File: src/hw/arc_params.svh
// Register map, field positions, reset values and timing figures of the reclose sequencer.
`ifndef ARC_PARAMS_SVH
`define ARC_PARAMS_SVH
`define ARC_CLK_NS        25
`define ARC_MS_NS         1000000
`define ARC_SUP_EXTRA_MS  16'd150
`define ARC_TW            16
`define ARC_AW            8
`define ARC_OFF_CTRL      8'h00
`define ARC_OFF_SHOTS     8'h04
`define ARC_OFF_TRIPINH   8'h08
`define ARC_OFF_CLOSEPW   8'h0c
`define ARC_OFF_RECLAIM   8'h10
`define ARC_OFF_INHIBIT   8'h14
`define ARC_OFF_STATUS    8'h18
`define ARC_OFF_COUNT     8'h1c
`define ARC_OFF_DEAD0     8'h20
`define ARC_OFF_LAST      8'h2c
`define ARC_DEAD_HI       4'h2
`define ARC_CTRL_EN       0
`define ARC_CTRL_CBLK     1
`define ARC_CTRL_DOPT     2
`define ARC_CTRL_WCL      3
`define ARC_CTRL_WOP      4
`define ARC_CTRL_TOK      5
`define ARC_CTRL_UNLK     6
`define ARC_CTRL_SRST     7
`define ARC_RST_CTRL      6'h00
`define ARC_RST_SHOTS     15'h0000
`define ARC_RST_TRIPINH   5'h00
`define ARC_RST_CLOSEPW   16'h0064
`define ARC_RST_RECLAIM   16'h2710
`define ARC_RST_INHIBIT   16'h1388
`define ARC_RST_DEAD      16'h01f4
`define ARC_RESP_OKAY     2'h0
`define ARC_RESP_SLVERR   2'h2
`endif

File: src/hw/arc_pkg.sv
// Types shared by the reclose sequencer modules.
`default_nettype none
package arc_pkg;
  typedef enum logic [2:0] {ST_READY, ST_PROG, ST_TEMP, ST_LOCK, ST_CBLK, ST_INBLK, ST_DIS} arc_state_e;
  typedef enum logic [2:0] {SQ_IDLE, SQ_DEAD, SQ_CLOSE, SQ_RECLAIM, SQ_LOCK} arc_seq_e;
endpackage
`default_nettype wire

File: src/hw/arc_tmr_if.sv
// Control and status link between the sequencer and one millisecond timer.
`default_nettype none
interface arc_tmr_if;
  logic             tick;
  logic             load;
  logic [15:0]      val;
  logic             busy;
  logic             done;
  modport ctl (output tick, output load, output val, input busy, input done);
  modport tmr (input tick, input load, input val, output busy, output done);
endinterface
`default_nettype wire

File: src/hw/arc_top.sv
// Auto-reclose sequencer with AXI4-Lite configuration and status registers.
//
// The AXI4-Lite interface to the registers and the register addresses were left to the implementer.
`default_nettype none
`include "arc_params.svh"
// Behaviour
// - Ready when enabled, unblocked and idle.
// - In-progress state while cycle runs.
// - Manual close starts temporary block timer.
// - Breaker closing outside cycle also blocks temporarily.
// - Lockout holds until reset, clear, close, unlock.
// - Control block from port or menu.
// - Block input gives input-blocked state.
// - Disabled function reports disabled, never recloses.
// - Reclose needs status contact and unlatched trips.
// - Supply loss abandons cycle, never resumes.
// - Not-ready, two external starts, block inputs.
// - Shots per element, dead time per shot.
// - Dead time starts on contact drop or reset.
// - Dead expiry closes, supervision pulse plus 150ms.
// - Supervision expiry without close locks out, alarms.
// - Reclaim starts on close, expiry resets function.
// - Reclaim trip: next shot or lockout per inhibit.
// - Count reclosures, saturating at 16'hffff, readable total.
// - Group change waits until cycle ends.
// - Open-start option needs closed contact wired.
module arc_top
  import arc_pkg::*;
#(
  parameter int unsigned TICK_CYC = `ARC_MS_NS / `ARC_CLK_NS
) (
  input  wire logic        aclk,
  input  wire logic        aresetn,
  input  wire logic [7:0]  awaddr,
  input  wire logic        awvalid,
  output logic             awready,
  input  wire logic [31:0] wdata,
  input  wire logic [3:0]  wstrb,
  input  wire logic        wvalid,
  output logic             wready,
  output logic [1:0]       bresp,
  output logic             bvalid,
  input  wire logic        bready,
  input  wire logic [7:0]  araddr,
  input  wire logic        arvalid,
  output logic             arready,
  output logic [31:0]      rdata,
  output logic [1:0]       rresp,
  output logic             rvalid,
  input  wire logic        rready,
  input  wire logic        breaker_closed_contact,
  input  wire logic        breaker_open_contact,
  input  wire logic [2:0]  prot_trip,
  input  wire logic        ext_start1,
  input  wire logic        ext_start2,
  input  wire logic        ext_block,
  input  wire logic        breaker_not_ready_input,
  input  wire logic        manual_close,
  input  wire logic        reset_latched_in,
  input  wire logic        clear_key,
  input  wire logic        group_change_req,
  input  wire logic        group_sel,
  output logic             breaker_close_command,
  output logic             close_timeout_alarm,
  output arc_state_e       arc_state,
  output logic             active_group
);
  logic [5:0]        ctrl_r;
  logic [14:0]       shots_r;
  logic [4:0]        tripinh_r;
  logic [15:0]       closepw_r;
  logic [15:0]       reclaim_r;
  logic [15:0]       inhibit_r;
  logic [15:0]       dead_r [4];
  logic [15:0]       count_r;
  logic              unlock_r;
  logic              srst_r;
  logic              aw_got_r;
  logic              w_got_r;
  logic [7:0]        aw_addr_r;
  logic [31:0]       wdata_r;
  logic [3:0]        wstrb_r;
  logic [31:0]       wv;
  logic              wr_fire;
  arc_seq_e          seq_r;
  logic [2:0]        shot_r;
  logic [2:0]        src_r;
  logic              dead_run_r;
  logic              trip_any_d;
  logic              cb_closed_d;
  logic              grp_pend_r;
  logic              grp_sel_r;
  logic              tick;
  logic              seq_ld;
  logic [15:0]       seq_val;
  logic [4:0]        trips;
  logic [2:0]        nsrc;
  logic              trip_any;
  logic              cb_closed;
  logic              avail;
  logic              in_cycle;
  logic              start_ok;
  logic              dead_cond;
  logic              start_dead;
  logic              go_close;
  logic              closed_ev;
  logic              sup_to;
  logic              retrip;
  logic              lock_clear;

  arc_tmr_if seq_t ();
  arc_tmr_if inh_t ();

  function automatic logic [31:0] reg_read(input logic [7:0] a);
    logic [31:0] v;
    v = 32'h0000_0000;
    case (a)
      `ARC_OFF_CTRL:    v[5:0] = ctrl_r;
      `ARC_OFF_SHOTS:   v[14:0] = shots_r;
      `ARC_OFF_TRIPINH: v[4:0] = tripinh_r;
      `ARC_OFF_CLOSEPW: v[15:0] = closepw_r;
      `ARC_OFF_RECLAIM: v[15:0] = reclaim_r;
      `ARC_OFF_INHIBIT: v[15:0] = inhibit_r;
      `ARC_OFF_STATUS:  v[8:0] = {active_group, grp_pend_r, close_timeout_alarm, shot_r, arc_state};
      `ARC_OFF_COUNT:   v[15:0] = count_r;
      default: begin
        if (a[7:4] == `ARC_DEAD_HI && a[1:0] == 2'b00) begin
          v[15:0] = dead_r[a[3:2]];
        end
      end
    endcase
    return v;
  endfunction

  function automatic logic addr_ok(input logic [7:0] a);
    return (a[1:0] == 2'b00) && (a <= `ARC_OFF_LAST);
  endfunction

  function automatic logic [2:0] first_src(input logic [4:0] t);
    logic [2:0] s;
    s = 3'h0;
    for (int i = 4; i >= 0; i--) begin
      if (t[i]) begin
        s = 3'(i);
      end
    end
    return s;
  endfunction

  function automatic logic [2:0] shots_of(input logic [2:0] s);
    logic [2:0] n;
    n = shots_r[3*s +: 3];
    return (n > 3'h4) ? 3'h4 : n;
  endfunction

  // AXI4-Lite handshakes; ready is a one-cycle pulse so each accepted item is stored exactly once.
  assign wr_fire = aw_got_r && w_got_r && !bvalid;

  always_ff @(posedge aclk) begin
    if (!aresetn) begin
      awready   <= 1'b0;
      wready    <= 1'b0;
      arready   <= 1'b0;
      bvalid    <= 1'b0;
      rvalid    <= 1'b0;
      bresp     <= `ARC_RESP_OKAY;
      rresp     <= `ARC_RESP_OKAY;
      rdata     <= 32'h0000_0000;
      aw_got_r  <= 1'b0;
      w_got_r   <= 1'b0;
      aw_addr_r <= 8'h00;
      wdata_r   <= 32'h0000_0000;
      wstrb_r   <= 4'h0;
    end else begin
      awready <= awvalid && !awready && !aw_got_r && !bvalid;
      wready  <= wvalid && !wready && !w_got_r && !bvalid;
      arready <= arvalid && !arready && !rvalid;
      if (awvalid && awready) begin
        aw_got_r  <= 1'b1;
        aw_addr_r <= awaddr;
      end
      if (wvalid && wready) begin
        w_got_r <= 1'b1;
        wdata_r <= wdata;
        wstrb_r <= wstrb;
      end
      if (wr_fire) begin
        aw_got_r <= 1'b0;
        w_got_r  <= 1'b0;
        bvalid   <= 1'b1;
        bresp    <= addr_ok(aw_addr_r) ? `ARC_RESP_OKAY : `ARC_RESP_SLVERR;
      end else if (bvalid && bready) begin
        bvalid <= 1'b0;
      end
      if (arvalid && arready) begin
        rvalid <= 1'b1;
        rdata  <= reg_read(araddr);
        rresp  <= addr_ok(araddr) ? `ARC_RESP_OKAY : `ARC_RESP_SLVERR;
      end else if (rvalid && rready) begin
        rvalid <= 1'b0;
      end
    end
  end

  always_comb begin
    wv = reg_read(aw_addr_r);
    for (int b = 0; b < 4; b++) begin
      if (wstrb_r[b]) begin
        wv[8*b +: 8] = wdata_r[8*b +: 8];
      end
    end
  end

  always_ff @(posedge aclk) begin
    if (!aresetn) begin
      ctrl_r    <= `ARC_RST_CTRL;
      shots_r   <= `ARC_RST_SHOTS;
      tripinh_r <= `ARC_RST_TRIPINH;
      closepw_r <= `ARC_RST_CLOSEPW;
      reclaim_r <= `ARC_RST_RECLAIM;
      inhibit_r <= `ARC_RST_INHIBIT;
      unlock_r  <= 1'b0;
      srst_r    <= 1'b0;
      for (int i = 0; i < 4; i++) begin
        dead_r[i] <= `ARC_RST_DEAD;
      end
    end else begin
      unlock_r <= 1'b0;
      srst_r   <= 1'b0;
      if (wr_fire && addr_ok(aw_addr_r)) begin
        case (aw_addr_r)
          `ARC_OFF_CTRL: begin
            ctrl_r   <= wv[5:0];
            unlock_r <= wv[`ARC_CTRL_UNLK];
            srst_r   <= wv[`ARC_CTRL_SRST];
          end
          `ARC_OFF_SHOTS:   shots_r <= wv[14:0];
          `ARC_OFF_TRIPINH: tripinh_r <= wv[4:0];
          `ARC_OFF_CLOSEPW: closepw_r <= wv[15:0];
          `ARC_OFF_RECLAIM: reclaim_r <= wv[15:0];
          `ARC_OFF_INHIBIT: inhibit_r <= wv[15:0];
          default: begin
            if (aw_addr_r[7:4] == `ARC_DEAD_HI) begin
              dead_r[aw_addr_r[3:2]] <= wv[15:0];
            end
          end
        endcase
      end
    end
  end

  arc_tick #(.TICK_CYC(TICK_CYC)) u_tick (
    .aclk    (aclk),
    .aresetn (aresetn),
    .tick    (tick)
  );

  arc_timer u_seq_tmr (
    .aclk    (aclk),
    .aresetn (aresetn),
    .t       (seq_t.tmr)
  );

  arc_timer u_inh_tmr (
    .aclk    (aclk),
    .aresetn (aresetn),
    .t       (inh_t.tmr)
  );

  assign trips      = {ext_start2, ext_start1, prot_trip};
  assign nsrc       = first_src(trips);
  assign trip_any   = |trips;
  assign cb_closed  = ctrl_r[`ARC_CTRL_WCL] ? breaker_closed_contact : !breaker_open_contact;
  // The open-start option is only usable with the closed contact wired.
  assign avail      = ctrl_r[`ARC_CTRL_EN] && ctrl_r[`ARC_CTRL_TOK]
                      && (ctrl_r[`ARC_CTRL_WCL] || ctrl_r[`ARC_CTRL_WOP])
                      && (!ctrl_r[`ARC_CTRL_DOPT] || ctrl_r[`ARC_CTRL_WCL]);
  assign in_cycle   = (seq_r == SQ_DEAD) || (seq_r == SQ_CLOSE) || (seq_r == SQ_RECLAIM);
  assign start_ok   = (seq_r == SQ_IDLE) && (arc_state == ST_READY) && trip_any && !trip_any_d
                      && (shots_of(nsrc) != 3'h0);
  assign dead_cond  = ctrl_r[`ARC_CTRL_DOPT] ? !breaker_closed_contact : !trip_any;
  assign start_dead = (seq_r == SQ_DEAD) && !dead_run_r && dead_cond;
  assign go_close   = (seq_r == SQ_DEAD) && dead_run_r && seq_t.done;
  assign closed_ev  = (seq_r == SQ_CLOSE) && cb_closed;
  assign sup_to     = (seq_r == SQ_CLOSE) && seq_t.done && !cb_closed;
  assign retrip     = (seq_r == SQ_RECLAIM) && trip_any;
  assign lock_clear = reset_latched_in || clear_key || srst_r || manual_close || unlock_r;

  always_comb begin
    seq_ld  = 1'b0;
    seq_val = 16'h0000;
    if (start_dead) begin
      seq_ld  = 1'b1;
      seq_val = dead_r[shot_r[1:0]];
    end else if (go_close) begin
      seq_ld  = 1'b1;
      seq_val = closepw_r + `ARC_SUP_EXTRA_MS;
    end else if (closed_ev) begin
      seq_ld  = 1'b1;
      seq_val = reclaim_r;
    end
  end

  assign seq_t.tick = tick;
  assign seq_t.load = seq_ld;
  assign seq_t.val  = seq_val;
  assign inh_t.tick = tick;
  assign inh_t.load = manual_close || (cb_closed && !cb_closed_d && !in_cycle);
  assign inh_t.val  = inhibit_r;

  always_ff @(posedge aclk) begin
    if (!aresetn) begin
      trip_any_d  <= 1'b0;
      cb_closed_d <= 1'b1;
    end else begin
      trip_any_d  <= trip_any;
      cb_closed_d <= cb_closed;
    end
  end

  // Synchronous reset is also the supply-loss path: a cycle is dropped, never resumed.
  always_ff @(posedge aclk) begin
    if (!aresetn) begin
      seq_r                 <= SQ_IDLE;
      shot_r                <= 3'h0;
      src_r                 <= 3'h0;
      dead_run_r            <= 1'b0;
      breaker_close_command <= 1'b0;
      close_timeout_alarm   <= 1'b0;
    end else if (!avail) begin
      seq_r                 <= SQ_IDLE;
      dead_run_r            <= 1'b0;
      breaker_close_command <= 1'b0;
    end else begin
      unique case (seq_r)
        SQ_IDLE: begin
          if (start_ok) begin
            seq_r      <= SQ_DEAD;
            shot_r     <= 3'h0;
            src_r      <= nsrc;
            dead_run_r <= 1'b0;
          end
        end
        SQ_DEAD: begin
          if (start_dead) begin
            dead_run_r <= 1'b1;
          end else if (go_close) begin
            seq_r                 <= SQ_CLOSE;
            dead_run_r            <= 1'b0;
            breaker_close_command <= !breaker_not_ready_input;
          end
        end
        SQ_CLOSE: begin
          if (closed_ev) begin
            seq_r                 <= SQ_RECLAIM;
            shot_r                <= 3'(shot_r + 3'h1);
            breaker_close_command <= 1'b0;
          end else if (sup_to) begin
            seq_r                 <= SQ_LOCK;
            close_timeout_alarm   <= 1'b1;
            breaker_close_command <= 1'b0;
          end else if (breaker_not_ready_input) begin
            breaker_close_command <= 1'b0;
          end
        end
        SQ_RECLAIM: begin
          if (retrip) begin
            src_r <= nsrc;
            if (tripinh_r[nsrc] || shot_r >= shots_of(nsrc)) begin
              seq_r <= SQ_LOCK;
            end else begin
              seq_r      <= SQ_DEAD;
              dead_run_r <= 1'b0;
            end
          end else if (seq_t.done) begin
            seq_r <= SQ_IDLE;
          end
        end
        SQ_LOCK: begin
          if (lock_clear) begin
            seq_r               <= SQ_IDLE;
            close_timeout_alarm <= 1'b0;
          end
        end
      endcase
    end
  end

  always_ff @(posedge aclk) begin
    if (!aresetn) begin
      count_r <= 16'h0000;
    end else if (closed_ev && count_r != 16'hffff) begin
      count_r <= count_r + 16'h0001;
    end
  end

  // Disabled, lockout and blocks outrank ready, so a start is only taken from a clean ready.
  always_ff @(posedge aclk) begin
    if (!aresetn) begin
      arc_state <= ST_DIS;
    end else if (!avail) begin
      arc_state <= ST_DIS;
    end else if (seq_r == SQ_LOCK) begin
      arc_state <= ST_LOCK;
    end else if (in_cycle) begin
      arc_state <= ST_PROG;
    end else if (ext_block) begin
      arc_state <= ST_INBLK;
    end else if (ctrl_r[`ARC_CTRL_CBLK]) begin
      arc_state <= ST_CBLK;
    end else if (inh_t.busy) begin
      arc_state <= ST_TEMP;
    end else begin
      arc_state <= ST_READY;
    end
  end

  // A request arriving together with the apply keeps the newer choice pending.
  always_ff @(posedge aclk) begin
    if (!aresetn) begin
      grp_pend_r   <= 1'b0;
      grp_sel_r    <= 1'b0;
      active_group <= 1'b0;
    end else if (group_change_req) begin
      grp_pend_r <= 1'b1;
      grp_sel_r  <= group_sel;
    end else if (grp_pend_r && !in_cycle && !seq_t.busy) begin
      grp_pend_r   <= 1'b0;
      active_group <= grp_sel_r;
    end
  end
endmodule
`default_nettype wire

File: src/hw/arc_tick.sv
// Millisecond time base derived from the bus clock.
`default_nettype none
module arc_tick #(
  parameter int unsigned TICK_CYC = 40000
) (
  input  wire logic aclk,
  input  wire logic aresetn,
  output logic      tick
);
  localparam int unsigned W = $clog2(TICK_CYC);
  localparam logic [W-1:0] CMAX = W'(TICK_CYC - 1);
  logic [W-1:0] cnt_r;

  always_ff @(posedge aclk) begin
    if (!aresetn) begin
      cnt_r <= '0;
      tick  <= 1'b0;
    end else begin
      tick  <= (cnt_r == CMAX);
      cnt_r <= (cnt_r == CMAX) ? '0 : W'(cnt_r + 1'b1);
    end
  end
endmodule
`default_nettype wire

File: src/hw/arc_timer.sv
// Loadable down counter stepping on the millisecond tick.
`default_nettype none
module arc_timer (
  input  wire logic aclk,
  input  wire logic aresetn,
  arc_tmr_if.tmr    t
);
  logic [15:0] cnt_r;

  // A load always wins over a pending tick, so a restart never sees a stale expiry.
  always_ff @(posedge aclk) begin
    if (!aresetn) begin
      cnt_r  <= 16'h0000;
      t.done <= 1'b0;
    end else if (t.load) begin
      cnt_r  <= t.val;
      t.done <= (t.val == 16'h0000);
    end else if (t.tick && cnt_r != 16'h0000) begin
      cnt_r  <= cnt_r - 16'h0001;
      t.done <= (cnt_r == 16'h0001);
    end else begin
      t.done <= 1'b0;
    end
  end

  assign t.busy = (cnt_r != 16'h0000);
endmodule
`default_nettype wire

File: config.mk
export PLATFORM = sky130hd
export DESIGN_NAME = arc_top
export DESIGN_NICKNAME = d
export VERILOG_FILES = /design/src/hw/arc_pkg.sv /design/src/hw/arc_tmr_if.sv /design/src/hw/arc_top.sv /design/src/hw/arc_tick.sv /design/src/hw/arc_timer.sv
export VERILOG_INCLUDE_DIRS = /design/src /design/src/hw
export SDC_FILE = /design/constraint.sdc
export NUM_CORES = 1
export LEC_CHECK = 0
export BUFFER_PORTS_ARGS = -buffer_cell sky130_fd_sc_hd__buf_2
export CORE_MARGIN = 2
export CORE_UTILIZATION = 50
export CTS_CLUSTER_SIZE = 24
export DETAILED_ROUTE_END_ITERATION = 6
export PLACE_DENSITY = 0.68
export SYNTH_ARGS = -nofsm -noshare
export SYNTH_HDL_FRONTEND = slang
export SYNTH_HIERARCHICAL = 1
export SYNTH_SLANG_ARGS = --single-unit
File: constraint.sdc
create_clock -name aclk -period 3.07 [get_ports aclk]
set_input_delay 0.1535 -clock aclk [delete_from_list [all_inputs] [get_ports aclk]]
set_output_delay 0.1535 -clock aclk [all_outputs]
set_load 0.02 [all_outputs]
==> impl_metrics.csv, run 1 <==
group,metric,value,unit
power,power.switching,0.00206,W
sta,hold_viol,0,
global_route,grt_max_degree,116,
worst_setup_path,rr_worst_depth,11,
worst_setup_path,crit_path_max_fanout,5,
sta,fin_crit_sh,94.9,%
worst_setup_path,cp.required,3.56,ns
sta,setup_viol,0,
worst_setup_path,rr_endpoint,"seq_r[0]$_SDFFE_PN0P_",
power,p_int,0.00609,W
worst_setup_path,arrival,3.40,ns
place,gp_congestion,1.04,
min_path,hold_start,"breaker_closed_contact",
global_route,first_global_vias,13700,
outcome,violations,"design-rule violations",
worst_setup_path,end_kind,"register",
final_layout,final_common_cell,"dfxtp_1",
place,dp_hpwl,38.3,mm
power,vdd_ir_drop_max,407,uV
worst_setup_path,slowest_stage,"or4b_2",
final_layout,syn_to_final_growth,16.5,%
floorplan,die_h,179,um
clock_tree,root_buffer,"clkbuf_16",
place,placedCellCount,2125,
synth,synth_cells,1668,
sta,min_period,2.91,ns
clock_tree,cts_tree,"yes",
clock_tree,post_cts_buffers,0,
global_route,grt_first_pass_wirelength,80.3,mm
worst_setup_path,critical_path_class,"register to register",
worst_setup_path,start_kind,"register",
detailed_routing,drtIter0Drc,2044,
floorplan,die_x,179,um
run,max_cap_viol_count,0,
worst_setup_path,regToRegSetupSlack,0.16,ns
worst_setup_path,critPathLaunch,"shots_r[11]$_SDFFE_PN0P_",
final_layout,finalNetCount,1894,
final_layout,drive_above_1_share,18.5,%
global_route,grtUsageTotal,32.9,%
detailed_routing,num_vias,14500,
clock_tree,cts_buffer_depth,3,
worst_setup_path,crit_family,"simple AND/OR/NAND/NOR gates",
final_layout,final_cell_count_no_fill,2232,
worst_setup_path,endpoint,"seq_r[0]$_SDFFE_PN0P_",
outcome,status,"finished with violations",
floorplan,start_util,50.4,%
final_layout,final_cell_mix,"dfxtp_1, nand2_1, nor2_1",
clock_tree,clkLatencyLatePin,0.59,ns
synth,yosysWarningCount,6,
worst_setup_path,max_stage_delay,0.69,ns
floorplan,io_pins,120,
floorplan,rows,64,
clock_tree,cts_buffers,31,
detailed_routing,antenna_left,0,
clock_tree,cts_max_level,1,
sta,slew_headroom,23.7,%
worst_setup_path,crit_buf_inv,0,
detailed_routing,wire_per_inst,23.5,um
power,sw_frac_of_total,25.2,%
power,p_clk_share,44.0,%
clock_tree,clk_pin_slew,0.06,ns
worst_setup_path,cp_cell_sequence,"or4b_2 -> a21oi_2 -> a311oi_2 -> and2b_1 -> ha_1 -> nand2b_1 -> a21o_1 -> a21oi_2 -> nand2_1 -> o311a_1 -> a311oi_1",
final_layout,antenna_cells,0,
power,p_per_area,457,nW/um^2
sta,finClkSkew,0.0159,ns
final_layout,nFillCells,2655,
place,io_buffers,83,
power,pwr-share-comb,8.6,%
global_route,overflow,0,
floorplan,die_area,32000,sq um
worst_setup_path,crit_top_cell,"a21oi_2",
global_route,antenna_found_initial,1,
synth,synthesis.area,15300,sq um
power,power.leakage,6.13,nW
sta,tns,0,ns
sta,tightest_slew,1.13,ns
synth,syn_avg_cell_area,9.17,sq um
detailed_routing,viasPerCell,6.47,
place,dpl_cell_area,16300,sq um
detailed_routing,dr.pass1.iters,7,
clock_tree,cts.sinks,278,
min_path,hold_class,"input port to register",
detailed_routing,route.detailed.drc,1,
floorplan,core-area,30300,sq um
worst_setup_path,r2r_start,"shots_r[11]$_SDFFE_PN0P_",
final_layout,final_cell_area,17800,sq um
sta,fmax,0.343,GHz
sta,rsz0062_at_grt,"no",
sta,drv_slew,0,
worst_setup_path,path_depth,11,
detailed_routing,wl,52.5,mm
power,seqPwrFrac,47.4,%
-- sequential cells by signal, indices dropped and copies added, names as in the netlist, 3 cells and up, named ones only --
signal and cells:
dead_r 64, inh_t.val 16, tripinh_r 5, count_r 16, aw_addr_r 8, ctrl_r 6
shots_r 15, shot_r 3, u_tick/cnt_r 16, reclaim_r 16, seq_r 3, wdata_r 16
closepw_r 16, u_inh_tmr/cnt_r 16, rdata 16, arc_state 3, u_seq_tmr/cnt_r 16
-- repair_timing --
item                       CTS  global route
setup endpoints to repair    0             4
hold buffers                49             0
resized for setup            0             6
hold endpoints to repair    44             0
-- tightest hold or removal path: cells and delay by family --
kind                   cells  cell delay (ns)
and+or+nand+nor            3             0.29
buffers and inverters      1             0.11
-- cell type report --
class / count / area [sq um] / share of cell area (%)
Multi-Input combinational cell: 1239 / 8410 / 47.2
Sequential cell: 278 / 6210 / 34.8
Timing Repair Buffer: 219 / 1590 / 8.90
Clock buffer: 43 / 851 / 4.77
Tap cell: 396 / 495 / 2.78
Inverter: 42 / 158 / 0.885
Clock inverter: 15 / 115 / 0.646
-- worst min-delay path by stage --
stage | to | cells past startpoint | slack [ns]
global route | cb_closed_d$_SDFF_PN1_ | 4 | 0.05
detailed placement | arc_state[0]$_SDFF_PN0_ | 3 | 0.39
finish | cb_closed_d$_SDFF_PN1_ | 4 | 0.01
global placement | grp_sel_r$_SDFFE_PN0P_ | 3 | 0.39
floorplan | arc_state[0]$_SDFF_PN0_ | 2 | 0.27
CTS | cb_closed_d$_SDFF_PN1_ | 4 | 0.008
-- metal layers --
metal  track usage, %  share of wire [%]  vias to the layer above
li1                 -                  -                     6510
met1             43.3                 40                     6895
met2             50.9                 44                      875
met3             7.78                 11                      170
met4             16.3                5.6                        2
met5                0              0.025                        -
-- power groups by stage --
stage               combinational [W]  sequential (W)  clock, W
finish                       0.000697         0.00386   0.00358
global route                 0.000748         0.00387   0.00376
CTS                          0.000676         0.00386   0.00360
detailed placement           0.000629         0.00394         0
global placement             0.000621         0.00394         0
floorplan                    0.000425         0.00393         0
-- through the flow --
step	util, %	total power, W	setup slack, ns	hold slack (ns)
floorplan	-	0.00435	0.312	0.274
global placement	53.8	0.00456	0.116	0.391
detailed placement	53.8	0.00457	0.129	0.394
CTS	58.6	0.00814	0.0910	0.00829
global route	58.7	0.00837	0.00189	0.0478
finish	58.7	0.00814	0.157	0.00956
Note: power is estimated with default switching activity, not from simulation.
==> run 2: changes to the inputs <==
Settings changed: PLACE_DENSITY 0.68 to 0.71.
Clock period 3.07 ns to 2.4 ns, I/O delays scaled along.
==> impl_metrics.csv, run 2 (synthesis gave the netlist of run 1 again) <==
group,metric,value,unit
place,dp_hpwl,42.3,mm
clock_tree,clkLatencyLatePin,0.59,ns
floorplan,start_util,50.4,%
global_route,antenna_found_initial,1,
min_path,hold_class,"input port to register",
floorplan,rows,64,
worst_setup_path,arrival,3.12,ns
floorplan,io_pins,120,
sta,rsz0062_at_grt,"yes",
detailed_routing,wl,56.8,mm
detailed_routing,drtIter0Drc,1906,
clock_tree,clk_pin_slew,0.06,ns
worst_setup_path,critical_path_class,"register to register",
sta,fin_crit_sh,109,%
detailed_routing,dr.pass1.iters,6,
global_route,grt_first_pass_wirelength,84.0,mm
power,power.leakage,6.87,nW
floorplan,core-area,30300,sq um
place,io_buffers,83,
floorplan,die_area,32000,sq um
worst_setup_path,r2r_start,"shots_r[11]$_SDFFE_PN0P_",
sta,min_period,2.61,ns
outcome,violations,"negative setup slack",
sta,setup_viol,1,
clock_tree,cts_buffer_depth,3,
place,dp_worst_setup_slack,-0.303,ns
power,sw_frac_of_total,24.2,%
clock_tree,cts.sinks,278,
final_layout,drive_above_1_share,25.2,%
worst_setup_path,rr_worst_depth,11,
sta,hold_ws,0.0233,ns
global_route,grtUsageTotal,35.0,%
power,power.switching,0.00270,W
outcome,status,"finished with violations",
worst_setup_path,cp.required,2.90,ns
sta,tns,-0.214,ns
global_route,grt_max_degree,116,
sta,finClkSkew,0.0252,ns
clock_tree,cts_tree,"yes",
final_layout,finalNetCount,2011,
power,p_int,0.00848,W
worst_setup_path,end_kind,"register",
clock_tree,cts_buffers,31,
worst_setup_path,regToRegSetupSlack,-0.21,ns
worst_setup_path,endpoint,"seq_r[0]$_SDFFE_PN0P_",
detailed_routing,wire_per_inst,24.2,um
final_layout,regMostFlops,"dead_r",
sta,timing.final.ws_setup,-0.214,ns
sta,tightest_slew,0.817,ns
run,max_cap_viol_count,0,
global_route,overflow,0,
final_layout,final_cell_mix,"dfxtp_1, buf_4, nand2_1",
power,pwr-share-comb,8.8,%
worst_setup_path,critPathLaunch,"shots_r[11]$_SDFFE_PN0P_",
worst_setup_path,crit_path_max_fanout,3,
global_route,first_global_vias,14000,
clock_tree,root_buffer,"clkbuf_16",
floorplan,die_h,179,um
final_layout,largest_reg_flops,64,
detailed_routing,antenna_left,0,
detailed_routing,viasPerCell,6.42,
worst_setup_path,start_kind,"register",
power,p_per_area,581,nW/um^2
sta,drv_slew,0,
worst_setup_path,rr_endpoint,"seq_r[0]$_SDFFE_PN0P_",
detailed_routing,num_vias,15100,
sta,hold_viol,0,
detailed_routing,route.detailed.drc,0,
sta,slew_headroom,45.0,%
power,p_clk_share,47.0,%
floorplan,die_x,179,um
final_layout,final_common_cell,"dfxtp_1",
power,seqPwrFrac,44.2,%
power,vdd_ir_drop_max,530,uV
clock_tree,cts_max_level,1,
sta,fmax,0.382,GHz
place,gp_congestion,1.01,
final_layout,syn_to_final_growth,25.7,%
==> run 2: cell count changes in the layout (fill, tap and decap cells not counted), sizes merged <==
| cell | change |
|---|---|
| buf | +115 |
| bufinv | +6 |
| clkinv | -5 |
| clkinvlp | +2 |
| clkbuf | -1 |
| diode | +1 |
| dlygate4sd3 | +1 |
| inv | -1 |
==> run 2: power by group through the flow <==
stage | registers [W] | clock network (W) | logic, W
CTS | 0.00493 | 0.00529 | 0.000946
detailed placement | 0.00504 | 0 | 0.000881
floorplan | 0.00503 | 0 | 0.000548
finish | 0.00494 | 0.00526 | 0.000983
global placement | 0.00503 | 0 | 0.000874
global route | 0.00494 | 0.00547 | 0.00105
==> run 2: per-stage QoR <==
step	cell area, sq um	utilization [%]	total power [W]	cells
after floorplan	15400	-	0.00557	1685
after global placement	17300	57.1	0.00590	2237
after detailed placement	17300	57.1	0.00592	2237
after CTS	19000	62.5	0.0112	2345
after global routing	19200	63.3	0.0115	2349
final	19200	63.3	0.0112	2350
==> run 2: routing by layer <==
metal,vias up,track usage (%),wire [um]
met5,-,0,0
met4,0,14.3,2700
met3,162,6.11,6190
met2,874,55.0,25200
met1,7292,47.6,22700
li1,6765,-,-
==> run 2: worst min-delay path by stage <==
stage / start / to / slack (ns) / cells after the start
after global placement: group_sel / grp_sel_r$_SDFFE_PN0P_ / 0.37 / 3
after floorplan: ext_block / arc_state[0]$_SDFF_PN0_ / 0.24 / 2
after global routing: aresetn / wdata_r[2]$_SDFFE_PN0P_ / 0.03 / 3
final: aresetn / wdata_r[2]$_SDFFE_PN0P_ / 0.02 / 3
after CTS: araddr[5] / rresp[1]$_SDFFE_PN0P_ / 0.01 / 3
after detailed placement: wdata[6] / wdata_r[6]$_SDFFE_PN0P_ / 0.37 / 3
==> run 2: critical path, stage by stage (launching register included) <==
cell	delay, ns
dfxtp_2	0.32
or4b_4	0.52
a21oi_4	0.14
a311oi_2	0.07
and2b_1	0.22
ha_1	0.22
nand2b_4	0.14
a21o_1	0.17
a21oi_2	0.16
nand2_1	0.09
o311a_1	0.31
a311oi_1	0.19
==> run 2: layout make-up <==
class / count / area (sq um)
Tap cell: 396 / 495
Sequential cell: 278 / 6220
Timing Repair Buffer: 336 / 2640
Clock inverter: 17 / 269
Clock buffer: 41 / 845
Multi-Input combinational cell: 1239 / 8590
Antenna cell: 1 / 2.50
Inverter: 42 / 164
Fill cell: 2590 / 11100
==> run 2: timing repair <==
action	in CTS	in global routing
pin swaps	3	10
gates cloned	0	1
gates resized for setup	5	58
setup endpoints to repair	5	79
buffers inserted	0	3
hold buffers	50	0
hold endpoints to repair	46	0
==> run 3: changes to the inputs <==
Settings changed: ABC_AREA set to 1.
==> impl_metrics.csv, run 3 <==
group,metric,value,unit
outcome,status,"finished with violations",
floorplan,io_pins,120,
clock_tree,clkLatencyLatePin,0.55,ns
floorplan,start_util,50.5,%
clock_tree,root_buffer,"clkbuf_16",
sta,fin_crit_sh,98.8,%
clock_tree,cts.sinks,278,
final_layout,largest_reg_flops,64,
sta,finClkSkew,0.0448,ns
worst_setup_path,cp.required,2.68,ns
place,io_buffers,83,
clock_tree,cts_tree,"yes",
global_route,overflow,0,
final_layout,nFillCells,2936,
synth,yosysWarningCount,6,
sta,drv_slew,0,
worst_setup_path,arrival,2.65,ns
global_route,first_global_vias,15500,
floorplan,die_x,182,um
final_layout,final_cell_area,18900,sq um
final_layout,final_cell_mix,"nand2_1, nor2_1, inv_1",
clock_tree,clk_pin_slew,0.06,ns
detailed_routing,viasPerCell,5.93,
detailed_routing,wl,61.1,mm
outcome,violations,"design-rule violations",
detailed_routing,drtIter0Drc,2086,
sta,slew_headroom,43.8,%
global_route,grt_first_pass_wirelength,91.3,mm
worst_setup_path,start_kind,"register",
clock_tree,cts_buffers,34,
sta,rsz0062_at_grt,"yes",
detailed_routing,wire_per_inst,21.4,um
floorplan,die_area,33100,sq um
final_layout,syn_to_final_growth,19.5,%
power,p_per_area,612,nW/um^2
detailed_routing,antenna_left,0,
final_layout,regArea,6210,sq um
place,gp_congestion,1.06,
sta,fmax,0.422,GHz
run,max_cap_viol_count,0,
global_route,grtUsageTotal,36.1,%
clock_tree,cts_max_level,2,
power,power.leakage,7.80,nW
sta,setup_viol,0,
sta,hold_viol,0,
detailed_routing,dr.pass1.iters,7,
clock_tree,cts_buffer_depth,3,
detailed_routing,num_vias,17000,
place,dp_hpwl,45.5,mm
worst_setup_path,crit_path_max_fanout,7,
detailed_routing,route.detailed.drc,12,
sta,timing.final.ws_setup,0.0280,ns
place,dpl_cell_area,17200,sq um
synth,synth_cells,2253,
sta,tightest_slew,0.843,ns
worst_setup_path,end_kind,"register",
power,vdd_ir_drop_max,577,uV
global_route,grt_max_degree,58,
sta,min_period,2.37,ns
floorplan,core-area,31300,sq um
synth,syn_avg_cell_area,7.02,sq um
synth,synthesis.area,15800,sq um
final_layout,multiInputGateArea,8210,sq um
worst_setup_path,critical_path_class,"register to register",
final_layout,drive_above_1_share,14.9,%
final_layout,final_common_cell,"nand2_1",
floorplan,rows,65,
place,dp_worst_setup_slack,-0.132,ns
final_layout,finalNetCount,2516,
global_route,antenna_found_initial,2,
final_layout,regMostFlops,"dead_r",
floorplan,die_h,182,um
min_path,hold_class,"input port to register",
run 3: timing repair:
item / 4_1_cts / 5_1_grt
hold buffers: 40 / 0
setup buffers: 1 / 1
pin swaps: 4 / 7
endpoints found under the hold margin: 43 / 0
gates cloned: 0 / 1
endpoints found under the setup margin: 1 / 17
gates resized for setup: 5 / 28
run 3: path summary, 6_finish.rpt:
kind                                   from                          to  slack [ns]  cells past startpoint
hold / removal                    araddr[4]       rresp[1]$_SDFFE_PN0P_        0.05                      5
hold reg to reg        w_got_r$_SDFFE_PP0P_           wready$_SDFF_PN0_        0.44                      1
setup reg to reg  aw_addr_r[7]$_SDFFE_PN0P_  dead_r[1][2]$_SDFFCE_PN1P_        0.03                     12
setup / recovery  aw_addr_r[7]$_SDFFE_PN0P_  dead_r[1][2]$_SDFFCE_PN1P_        0.03                     12
run 3: report_power, final:
| group | switching [W] | leakage [nW] | internal [W] |
|---|---|---|---|
| clock | 0.00213 | 0.559 | 0.00323 |
| sequential | 0.0000775 | 2.31 | 0.00487 |
| combinational | 0.000836 | 4.92 | 0.000408 |
| total | 0.00305 | 7.80 | 0.00851 |
run 3: per-stage QoR:
step / hold WS [ns] / TNS, ns / power (W) / cells / utilization (%)
finish: 0.0535 / 0 / 0.0116 / 2860 / 60.3
global route: 0.0766 / -0.136 / 0.0119 / 2859 / 60.3
CTS: 0.0137 / 0 / 0.0115 / 2857 / 59.9
detailed placement: 0.376 / -0.132 / 0.00618 / 2756 / 54.8
global placement: 0.367 / -0.0214 / 0.00616 / 2756 / 54.8
floorplan: 0.218 / 0 / 0.00572 / 2270 / -
run 3: metal layers:
layer / GRT usage [%] / vias up / share of wire, % / routed length, um
met3: 8.66 / 211 / 11 / 7000
met4: 17.6 / 0 / 5.5 / 3370
met2: 55.9 / 1062 / 43 / 26400
met1: 47.5 / 7755 / 40 / 24300
met5: 0 / - / 0 / 0
li1: - / 7930 / - / -
run 3: cell type report:
class                           instances  area share [%]
Antenna cell                            1          0.0133
Clock buffer                           41            4.75
Clock inverter                         19            1.32
Inverter                              266            5.29
Multi-Input combinational cell       1618            43.5
Sequential cell                       278            32.9
Tap cell                              402            2.66
Timing Repair Buffer                  235            9.58
run 3: worst max-delay path: stages, from the launching register on:
cell and delay, ns:
dfxtp_1 0.38, nor2_4 0.06, nand2_2 0.16, nor2_4 0.11, nand2_4 0.18, buf_4 0.19, o22ai_1 0.07, nor2_1 0.26
nand3_1 0.27, nand2_4 0.23, nand2_2 0.08, inv_2 0.07, nand2_1 0.05
